[src/inc/sbi_params.svh]
// Constants for the skip, branch and increment execution block
// Functional notes
// - Decrement-skip: subtract one, flags unchanged
// - Destination bit zero accumulator, one file
// - Zero decrement result discards fetched instruction
// - Jump loads eleven-bit immediate into pc
// - Jump pc upper bits from latch 4:3
// - Jump always takes two cycles
// - Increment modulo 256, sets zero flag
`ifndef SBI_PARAMS_SVH
`define SBI_PARAMS_SVH

// Instruction word layout
`define SBI_INSTR_WIDTH      14
`define SBI_OPCODE_MSB       13
`define SBI_OPCODE_LSB       8
`define SBI_DEST_BIT         7
`define SBI_FADDR_MSB        6
`define SBI_FADDR_WIDTH      7
`define SBI_JUMP_CLASS_LSB   11
`define SBI_JUMP_IMM_MSB     10
`define SBI_JUMP_IMM_WIDTH   11

// Opcode patterns
`define SBI_OP_DEC_SKIP      6'h0B
`define SBI_OP_INCREMENT     6'h0A
`define SBI_OP_JUMP          3'h5

// Data path and program counter
`define SBI_DATA_WIDTH       8
`define SBI_PC_WIDTH         13
`define SBI_PAGE_HI_BIT      4
`define SBI_PAGE_LO_BIT      3

// Reset values
`define SBI_PC_RESET         13'h0000
`define SBI_ACC_RESET        8'h00
`define SBI_ZERO_RESET       1'h0

`endif

[src/inc/sbi_pkg.sv]
// Types for the skip, branch and increment execution block
`include "sbi_params.svh"

package sbi_pkg;

  typedef enum logic [1:0] {
    SBI_ST_EXEC = 2'h1,
    SBI_ST_NOP  = 2'h2
  } sbi_state_type;

  typedef enum logic [1:0] {
    SBI_OP_OTHER    = 2'h0,
    SBI_OP_DEC_SKIP = 2'h1,
    SBI_OP_INC      = 2'h2,
    SBI_OP_JUMP     = 2'h3
  } sbi_opclass_type;

endpackage : sbi_pkg

[src/hw/sbi_decode.sv]
// Instruction decoder and increment/decrement data path
`timescale 1ns/10ps
`default_nettype none
`include "sbi_params.svh"

module sbi_decode
  import sbi_pkg::*;
(
  input  wire logic [`SBI_INSTR_WIDTH-1:0]    instr,
  input  wire logic [`SBI_DATA_WIDTH-1:0]     operand,
  input  wire logic [`SBI_DATA_WIDTH-1:0]     page_high_latch,
  output sbi_opclass_type                     opclass,
  output logic      [`SBI_FADDR_WIDTH-1:0]    file_addr,
  output logic                                dest_file,
  output logic      [`SBI_DATA_WIDTH-1:0]     result,
  output logic                                result_zero,
  output logic      [`SBI_PC_WIDTH-1:0]       jump_target
);

  logic [`SBI_OPCODE_MSB-`SBI_OPCODE_LSB:0] opcode;

  assign opcode = instr[`SBI_OPCODE_MSB:`SBI_OPCODE_LSB];

  always_comb begin
    if (instr[`SBI_OPCODE_MSB:`SBI_JUMP_CLASS_LSB] == `SBI_OP_JUMP) begin
      opclass = SBI_OP_JUMP;
    end else if (opcode == `SBI_OP_DEC_SKIP) begin
      opclass = SBI_OP_DEC_SKIP;
    end else if (opcode == `SBI_OP_INCREMENT) begin
      opclass = SBI_OP_INC;
    end else begin
      opclass = SBI_OP_OTHER;
    end
  end

  assign file_addr = instr[`SBI_FADDR_MSB:0];
  assign dest_file = instr[`SBI_DEST_BIT];

  always_comb begin
    if (opclass == SBI_OP_DEC_SKIP) begin
      result = operand - `SBI_DATA_WIDTH'(1);
    end else begin
      result = operand + `SBI_DATA_WIDTH'(1);
    end
  end

  assign result_zero = (result == '0);

  assign jump_target = {page_high_latch[`SBI_PAGE_HI_BIT:`SBI_PAGE_LO_BIT],
                        instr[`SBI_JUMP_IMM_MSB:0]};

endmodule : sbi_decode

`default_nettype wire

[src/hw/sbi_exec.sv]
// Execution unit for decrement-skip, unconditional jump and increment
`timescale 1ns/10ps
`default_nettype none
`include "sbi_params.svh"

module sbi_exec
  import sbi_pkg::*;
#(
  parameter int DATA_WIDTH = `SBI_DATA_WIDTH,
  parameter int PC_WIDTH   = `SBI_PC_WIDTH
)
(
  input  wire logic                           clk,
  input  wire logic                           sys_rst,
  input  wire logic [`SBI_INSTR_WIDTH-1:0]    instr,
  input  wire logic                           instr_valid,
  input  wire logic [DATA_WIDTH-1:0]          operand,
  input  wire logic [DATA_WIDTH-1:0]          page_high_latch,
  output logic                                ready,
  output logic                                no_operation_cycle,
  output logic      [PC_WIDTH-1:0]            pc,
  output logic      [DATA_WIDTH-1:0]          accumulator,
  output logic                                zero_flag,
  output logic                                file_wr_en,
  output logic      [`SBI_FADDR_WIDTH-1:0]    file_wr_addr,
  output logic      [DATA_WIDTH-1:0]          file_wr_data
);

  ////////////////////////////////////////////////////////////////////////////
  // Decode

  sbi_opclass_type                opclass;
  logic [`SBI_FADDR_WIDTH-1:0]    dec_file_addr;
  logic                           dec_dest_file;
  logic [`SBI_DATA_WIDTH-1:0]     dec_result;
  logic                           dec_result_zero;
  logic [`SBI_PC_WIDTH-1:0]       dec_jump_target;

  sbi_decode u_decode (
    .instr           (instr),
    .operand         (operand),
    .page_high_latch (page_high_latch),
    .opclass         (opclass),
    .file_addr       (dec_file_addr),
    .dest_file       (dec_dest_file),
    .result          (dec_result),
    .result_zero     (dec_result_zero),
    .jump_target     (dec_jump_target)
  );

  ////////////////////////////////////////////////////////////////////////////
  // Acceptance and instruction classes

  sbi_state_type state;
  sbi_state_type next_state;
  logic          accept;
  logic          is_dec_skip;
  logic          is_inc;
  logic          is_jump;
  logic          is_arith;
  logic          take_skip;
  logic          need_nop;

  // Instructions are taken only in the execute state
  assign accept      = instr_valid && (state == SBI_ST_EXEC);
  assign is_dec_skip = accept && (opclass == SBI_OP_DEC_SKIP);
  assign is_inc      = accept && (opclass == SBI_OP_INC);
  assign is_jump     = accept && (opclass == SBI_OP_JUMP);
  assign is_arith    = is_dec_skip || is_inc;

  assign take_skip = is_dec_skip && dec_result_zero;

  assign need_nop = take_skip || is_jump;

  ////////////////////////////////////////////////////////////////////////////
  // Cycle sequencer

  always_comb begin
    case (state)
      SBI_ST_EXEC: begin
        if (need_nop) begin
          next_state = SBI_ST_NOP;
        end else begin
          next_state = SBI_ST_EXEC;
        end
      end
      // The word fetched behind the skip or jump is dropped here
      SBI_ST_NOP: begin
        next_state = SBI_ST_EXEC;
      end
      default: begin
        next_state = SBI_ST_EXEC;
      end
    endcase
  end

  always_ff @(posedge clk) begin
    if (sys_rst) begin
      state <= SBI_ST_EXEC;
    end else begin
      state <= next_state;
    end
  end

  // Ready mirrors the state so it comes from a flop
  always_ff @(posedge clk) begin
    if (sys_rst) begin
      ready <= 1'b1;
    end else begin
      ready <= (next_state == SBI_ST_EXEC);
    end
  end

  // discard pulse during the extra cycle
  always_ff @(posedge clk) begin
    if (sys_rst) begin
      no_operation_cycle <= 1'b0;
    end else begin
      no_operation_cycle <= need_nop;
    end
  end

  ////////////////////////////////////////////////////////////////////////////
  // Program counter: address of the next instruction to execute

  logic [PC_WIDTH-1:0] next_pc;

  always_comb begin
    if (is_jump) begin
      next_pc = PC_WIDTH'(dec_jump_target);
    end else if (take_skip) begin
      next_pc = pc + PC_WIDTH'(2);
    end else if (accept) begin
      next_pc = pc + PC_WIDTH'(1);
    end else begin
      next_pc = pc;
    end
  end

  always_ff @(posedge clk) begin
    if (sys_rst) begin
      pc <= `SBI_PC_RESET;
    end else begin
      pc <= next_pc;
    end
  end

  ////////////////////////////////////////////////////////////////////////////
  // Result routing

  logic [DATA_WIDTH-1:0] next_accumulator;

  always_comb begin
    if (is_arith && !dec_dest_file) begin
      next_accumulator = DATA_WIDTH'(dec_result);
    end else begin
      next_accumulator = accumulator;
    end
  end

  always_ff @(posedge clk) begin
    if (sys_rst) begin
      accumulator <= `SBI_ACC_RESET;
    end else begin
      accumulator <= next_accumulator;
    end
  end

  always_ff @(posedge clk) begin
    if (sys_rst) begin
      file_wr_en <= 1'b0;
    end else begin
      file_wr_en <= is_arith && dec_dest_file;
    end
  end

  // write address from low seven bits
  always_ff @(posedge clk) begin
    if (sys_rst) begin
      file_wr_addr <= '0;
    end else if (is_arith && dec_dest_file) begin
      file_wr_addr <= dec_file_addr;
    end
  end

  always_ff @(posedge clk) begin
    if (sys_rst) begin
      file_wr_data <= '0;
    end else if (is_arith && dec_dest_file) begin
      file_wr_data <= DATA_WIDTH'(dec_result);
    end
  end

  ////////////////////////////////////////////////////////////////////////////
  // Status

  logic next_zero_flag;

  always_comb begin
    if (is_inc) begin
      next_zero_flag = dec_result_zero;
    end else begin
      next_zero_flag = zero_flag;
    end
  end

  always_ff @(posedge clk) begin
    if (sys_rst) begin
      zero_flag <= `SBI_ZERO_RESET;
    end else begin
      zero_flag <= next_zero_flag;
    end
  end

endmodule : sbi_exec

`default_nettype wire

[config.mk]
export PLATFORM = sky130hd
export DESIGN_NAME = sbi_exec
export DESIGN_NICKNAME = d
export VERILOG_FILES = /design/src/inc/sbi_pkg.sv /design/src/hw/sbi_decode.sv /design/src/hw/sbi_exec.sv
export VERILOG_INCLUDE_DIRS = /design/src /design/src/inc
export SDC_FILE = /design/constraint.sdc
export NUM_CORES = 1
export LEC_CHECK = 0
export BUFFER_PORTS_ARGS = -buffer_cell sky130_fd_sc_hd__buf_2
export CAP_MARGIN = 20
export CORE_UTILIZATION = 55
export DETAILED_ROUTE_END_ITERATION = 12
export HOLD_SLACK_MARGIN = 0.06
export PLACE_DENSITY = 0.84
export SLEW_MARGIN = 20
export SYNTH_ARGS = -nofsm -noshare
export SYNTH_HDL_FRONTEND = slang
export SYNTH_HIERARCHICAL = 1
export SYNTH_SLANG_ARGS = --single-unit
export TNS_END_PERCENT = 5
[constraint.sdc]
create_clock -name clk -period 5.3 [get_ports clk]
set_input_delay 0.265 -clock clk [delete_from_list [all_inputs] [get_ports clk]]
set_output_delay 0.265 -clock clk [all_outputs]
set_load 0.05 [all_outputs]
* Word level (Yosys, flattened, before mapping)
Cells that the tools add are included.
** Storage, ports and cells
- Input port bits :: 33
- Bits in registers :: 42
- Output and inout bits :: 40
- Logic and storage cells :: 42
** Operators by class
- Mux-type cells :: 9
- Equal/unequal tests :: 8
- $add $sub $neg :: 4
- Reductions and logical operators :: 12
** Operators by type and width (number)
- $mux W13 :: 3
- $add A13 B1 Y13 const B :: 1
- $add A13 B2 Y13 const B :: 1
- $eq A6 B4 Y1 const B :: 2
- $mux W2 :: 5
- $add A8 B1 Y8 const B :: 1
- $logic_not A8 Y1 :: 1
- $mux W8 :: 1
- $sub A8 B1 Y8 const B :: 1
- $logic_and A1 B1 Y1 :: 7
- $eq A2 B1 Y1 const B :: 3
- $eq A2 B2 Y1 const B :: 2
- $eq A3 B3 Y1 const B :: 1
- $reduce_bool A3 Y1 :: 1
- $logic_or A1 B1 Y1 :: 2
- $logic_not A1 Y1 :: 1

* Depth between registers and ports, before layout
- Depth in word-level cells :: 12
- Gate-level depth with buffers :: 15
- Gate-level depth less buffers :: 14

* Modules after synthesis
Netlist, hierarchy kept.
** Modules (own cells, without submodules)
- sbi_exec :: area each 1918.1 µm², cells an instance 215, instances 1, seq. area each 820.8 µm²
- sbi_decode :: area each 538.0 µm², cells an instance 72, instances 1, seq. area each 0.0 µm²

* Worst setup path after synthesis
Ideal clock, no wire load.
- Kind :: in2reg
- Start :: in instr[13]
- End :: reg pc[12]
- Data arrival time :: 3.547 ns
- Buffers on the path :: 0
- Setup time :: 0.062 ns
- Required time :: 5.238 ns
- Stages :: 14
- Slack :: 1.691 ns
- Cell sequence :: nor4bb_1 -> nand2_1 -> inv_1 -> ha_1 -> a211oi_2 -> nor2_1 -> xor2_1 -> or4b_1 -> nor4_2 -> nand3b_1 -> nor3_1 -> o2111ai_2 -> or4_1 -> nand3_1
** Between the ends
- Word-level cells in the longest chain between the ends :: 10
- Elaborated cells on any way between the ends :: 16
- Those cells by class :: 5 x eq/ne; 6 x mux; 5 x reduce/logical
** Ends and longest elaborated chain
- start: declaration :: line sbi_exec.sv:15 : input wire logic [`SBI_INSTR_WIDTH-1:0] instr,
- $eq A6 B4 Y1 (no line)
- $mux W2 :: line sbi_decode.sv:29 : end else if (opcode == `SBI_OP_INCREMENT) begin
- $mux W2 :: line sbi_decode.sv:27 : end else if (opcode == `SBI_OP_DEC_SKIP) begin
- $mux W2 * :: line sbi_decode.sv:25 : if (instr[`SBI_OPCODE_MSB:`SBI_JUMP_CLASS_LSB] == `SBI_OP_JUMP) begin
- $eq A2 B1 Y1 * :: line sbi_decode.sv:40 : if (opclass == SBI_OP_DEC_SKIP) begin
- $mux W8 * :: line sbi_decode.sv:40
- via dec_result[3] :: line sbi_exec.sv:35 : logic [`SBI_DATA_WIDTH-1:0] dec_result;
- $logic_not A8 Y1 * :: line sbi_decode.sv:47 : assign result_zero = (result == '0);
- via dec_result_zero :: line sbi_exec.sv:36 : logic dec_result_zero;
- $logic_and A1 B1 Y1 * :: line sbi_exec.sv:71 : assign take_skip = is_dec_skip && dec_result_zero;
- $mux W13 :: line sbi_exec.sv:131 : end else if (take_skip) begin
- $mux W13 :: line sbi_exec.sv:129 : if (is_jump) begin
- end signal: assignment :: line sbi_exec.sv:142 : pc <= `SBI_PC_RESET;
- end signal: assignment :: line sbi_exec.sv:144 : pc <= next_pc;
- end: declaration :: line sbi_exec.sv:21 : output logic [PC_WIDTH-1:0] pc,
The timed path passes the listed nets; every way through them passes the cells marked *.
A chain may end at the register's enable or synchronous reset.

* Worst setup path after layout
Same ends and word-level chain as after synthesis.

==> metrics.md <==
| Metric | Value |
|---|---|
| Detailed Route WL | `5.32 mm` |
| Net count, final | `370` |
| Worst-path clk slew | `0.08 ns` |
| FFs w/ async S/R, synth | `0%` |
| Vias/cell | `5.88` |
| Synth cell types | `56` |
| Internal | `around 0.00054 W` |
| Post-CTS setup buffers | `0` |
| Period utilization | `between 70% and 80%` |
| Final Max Slew Viols | `0` |
| RePlAce Congestion | `0.848` |
| Ant. Diodes | `0` |
| Buf/Inv on CP | `2` |
| Post-DP HPWL | `3.85 mm` |
| Total number of vias | `2222` |
| Slew margin rel. | `33.9%` |
| Outcome | `finished clean` |
| MaxCap Viol Count | `0` |
| Mean Syn Cell Area | `8.56 sq um` |
| Critical path startpoint category | `input port` |
| Syn-to-layout area delta | `12.0%` |
| Maximum VDD drop | `0.162 mV` |
| LEAKAGE | `1.29 nW` |
| Std-Cell Rows | `23` |
| Clock share of power | `around two fifths` |
| Largest net degree at the start of global routing | `43` |
| Routed len/inst | `14.1 microns` |
| GR Overflow Total | `0` |
| Clk root buf | `clkbuf_8` |
| Initial core utilization | `59.3%` |
| Switching pwr | `0.000200 W` |
| Share of cells above drive strength 1 | `between 20% and 30%` |
| Slew @ Worst Pin | `0.989 ns` |
| #FFs+latches synth | `41` |
| Die Height | `68.8 microns` |
| RSZ-0062 raised after global routing | `false` |
| Vias in the first global route | `1845` |
| Gates resized, CTS repair | `0` |
| Most frequent cells in the layout | `buf_2, dfxtp_1, nor2_1` |
| Switch share | `around 27%` |
| Final-report hold violation count | `0` |
| Crit. End Element | `register` |
| Pwr per Cell Area | `roughly 270 mW/mm^2` |
| Drt initial violations | `183` |
| First-pass GRT wire length | `around 8.4 mm` |
| Comb pwr share | `16.4%` |
| Critical path fanouts, max | `7` |
| Post-Syn Nets | `330` |
| # DRC | `0` |
| Slowest stage delay, CP | `0.56 ns` |
| Worst-path cell chain | `buf_2, nor4bb_1, nand2_1, inv_1, ha_1, a211oi_2, nor2_1, xor2_1, or4b_1, nor4_2, nand3b_1, nor3_1, o2111ai_2, or4_1, nand3_1` |
| Max Freq | `between 0.2 and 0.25 GHz` |
| Post-synth EDFFs | `0` |
| CTS tree | `built` |
| Post-layout power | `0.000744 W` |
| Worst Hold Class | `input port to register` |
| Multi-input logic area | `0.00137 sq mm` |
| Clk_lat worst skew | `around 0.29 ns` |
| First-pass DRT Iterations | `5` |
| Synth Warn # | `6` |
| Core area | `0.00414 sq mm` |
| FILL cells | `370` |
| Sequential Power Share | `43.7%` |
| Port bufs | `66` |
| Ys flop type | `dfxtp_1` |
| CP max stage cell | `or4_1` |
| Clk sink count | `41` |
| Clock Skews | `0.00607 ns` |
| Fin crit period | `4.02 ns` |
| Cell Area, Synth | `0.00246 sq mm` |
| Delay-heaviest family, CP | `simple AND/OR/NAND/NOR gates` |
| # setup viols final | `0` |
| Worst Path Required | `5.54 ns` |
| Seq/Total Area, Yosys | `33.4%` |
| CTS Hold Bufs | `0` |
| Clk buf depth | `2` |
| Commonest non-fill, non-tap cell in the layout | `buf_2` |
| Critical path class | `input port to register` |
| Routed Antenna Nets | `0` |
| Register area | `821 sq um` |
| Total CTS buffers | `5` |
| Post-Synthesis Cells | `287` |
| Final setup TNS | `0 ns` |
| Antenna violations before repair | `0` |
| Die X | `approximately 69 microns` |
| Die area | `0.00474 sq mm` |
| IO Count | `73` |
| WP data arrival | `4.26 ns` |
| H-tree levels | `2` |
| Total GRT Usage | `23.9%` |
flip-flops by register name (all words and copies together), names as in the netlist:
name / count
state: 2
file_wr_en: 1
accumulator: 8
no_operation_cycle: 1
zero_flag: 1
pc: 13
file_wr_data: 8
file_wr_addr: 7
final timing paths:
path / slack, ns / to / depth (start not counted) / start
worst max-delay path: 1.28 / pc[12] / 15 / instr[13]
worst min-delay path: 0.23 / file_wr_addr[0] / 3 / instr[0]
worst max register to register: 2.92 / pc[12] / 5 / state[1]
worst min register to register: 0.49 / accumulator[3] / 2 / accumulator[3]
power by group through the flow:
stage	clock (W)	sequential [W]	combinational, W
final	0.000296	0.000325	0.000122
after global routing	0.000314	0.000327	0.000132
after CTS	0.000300	0.000325	0.000122
after global placement	0	0.000332	0.000119
after floorplan	0	0.000364	0.0000693
after detailed placement	0	0.000332	0.000121
logic make-up (layout without fill, tap and decap cells):
logic type	after synthesis	after routing	share of synthesized area, %
xor gates and xnor gates	9	9	3.21
DFF	41	41	33.4
buffers and inverters	41	82	10.6
adders and majority gates	10	10	5.40
and+or+nand+nor	108	108	21.9
AOI/OAI and AO/OA	51	51	14.4
muxes	27	27	11.1
per-layer routing:
layer  track usage (%)  wire (microns)
met5                 0               0
met4              9.44             101
met3              5.26             357
met2              39.0            2460
met1              30.5            2400
worst register-to-register path, delay by kind of cell (launching register included):
family           cells  cell delay [ns]
flip-flops           1             0.31
AO/OA/AOI/OAI        1             0.29
AND/OR/NAND/NOR      4             1.73
metrics by stage:
stage	instance area, sq um	hold WS [ns]	util, %	setup slack (ns)	std cells
2_1_floorplan	2460	0.439	-	1.69	287
3_3_place_gp	2620	0.470	63.2	1.12	370
3_5_place_dp	2620	0.480	63.2	1.08	370
4_1_cts	2750	0.223	66.4	1.31	378
5_1_grt	2750	0.259	66.4	0.923	378
6_report	2750	0.229	66.4	1.28	378
cells in the mapped netlist, types with 2 or more instances:
| master | number | area, sq um |
|---|---|---|
| nor2b_1 | 2 | 12.5 |
| nor3_1 | 10 | 50.1 |
| a31oi_1 | 5 | 31.3 |
| o21ai_0 | 11 | 55.1 |
| a21oi_1 | 10 | 50.1 |
| buf_4 | 21 | 158 |
| nor3b_1 | 3 | 22.5 |
| clkbuf_1 | 7 | 26.3 |
| clkbuf_8 | 2 | 27.5 |
| a221oi_1 | 2 | 17.5 |
| nand2_1 | 19 | 71.3 |
| ha_1 | 9 | 113 |
| and3_1 | 4 | 25.0 |
| o21bai_1 | 2 | 15.0 |
| mux2i_1 | 25 | 250 |
| nand2b_1 | 2 | 12.5 |
| xor2_1 | 4 | 35.0 |
| a211oi_1 | 5 | 37.5 |
| a21o_2 | 2 | 17.5 |
| dfxtp_1 | 41 | 821 |
| nor4_1 | 2 | 12.5 |
| mux2_2 | 2 | 22.5 |
| inv_1 | 8 | 30.0 |
| nand4_1 | 2 | 12.5 |
| nand3_1 | 10 | 50.1 |
| nor2_1 | 40 | 150 |
| xnor2_1 | 5 | 43.8 |
| nand3b_1 | 4 | 30.0 |
layout make-up:
class	instances	share of cell area, %
multi-input cells	205	49.9
well taps	50	2.27
clock inverters	3	2.36
clock buffers	5	2.50
inverters	8	1.09
repair buffers	66	12.0
flip-flops and latches	41	29.8
No activity file was read; power rests on OpenSTA's default activity.
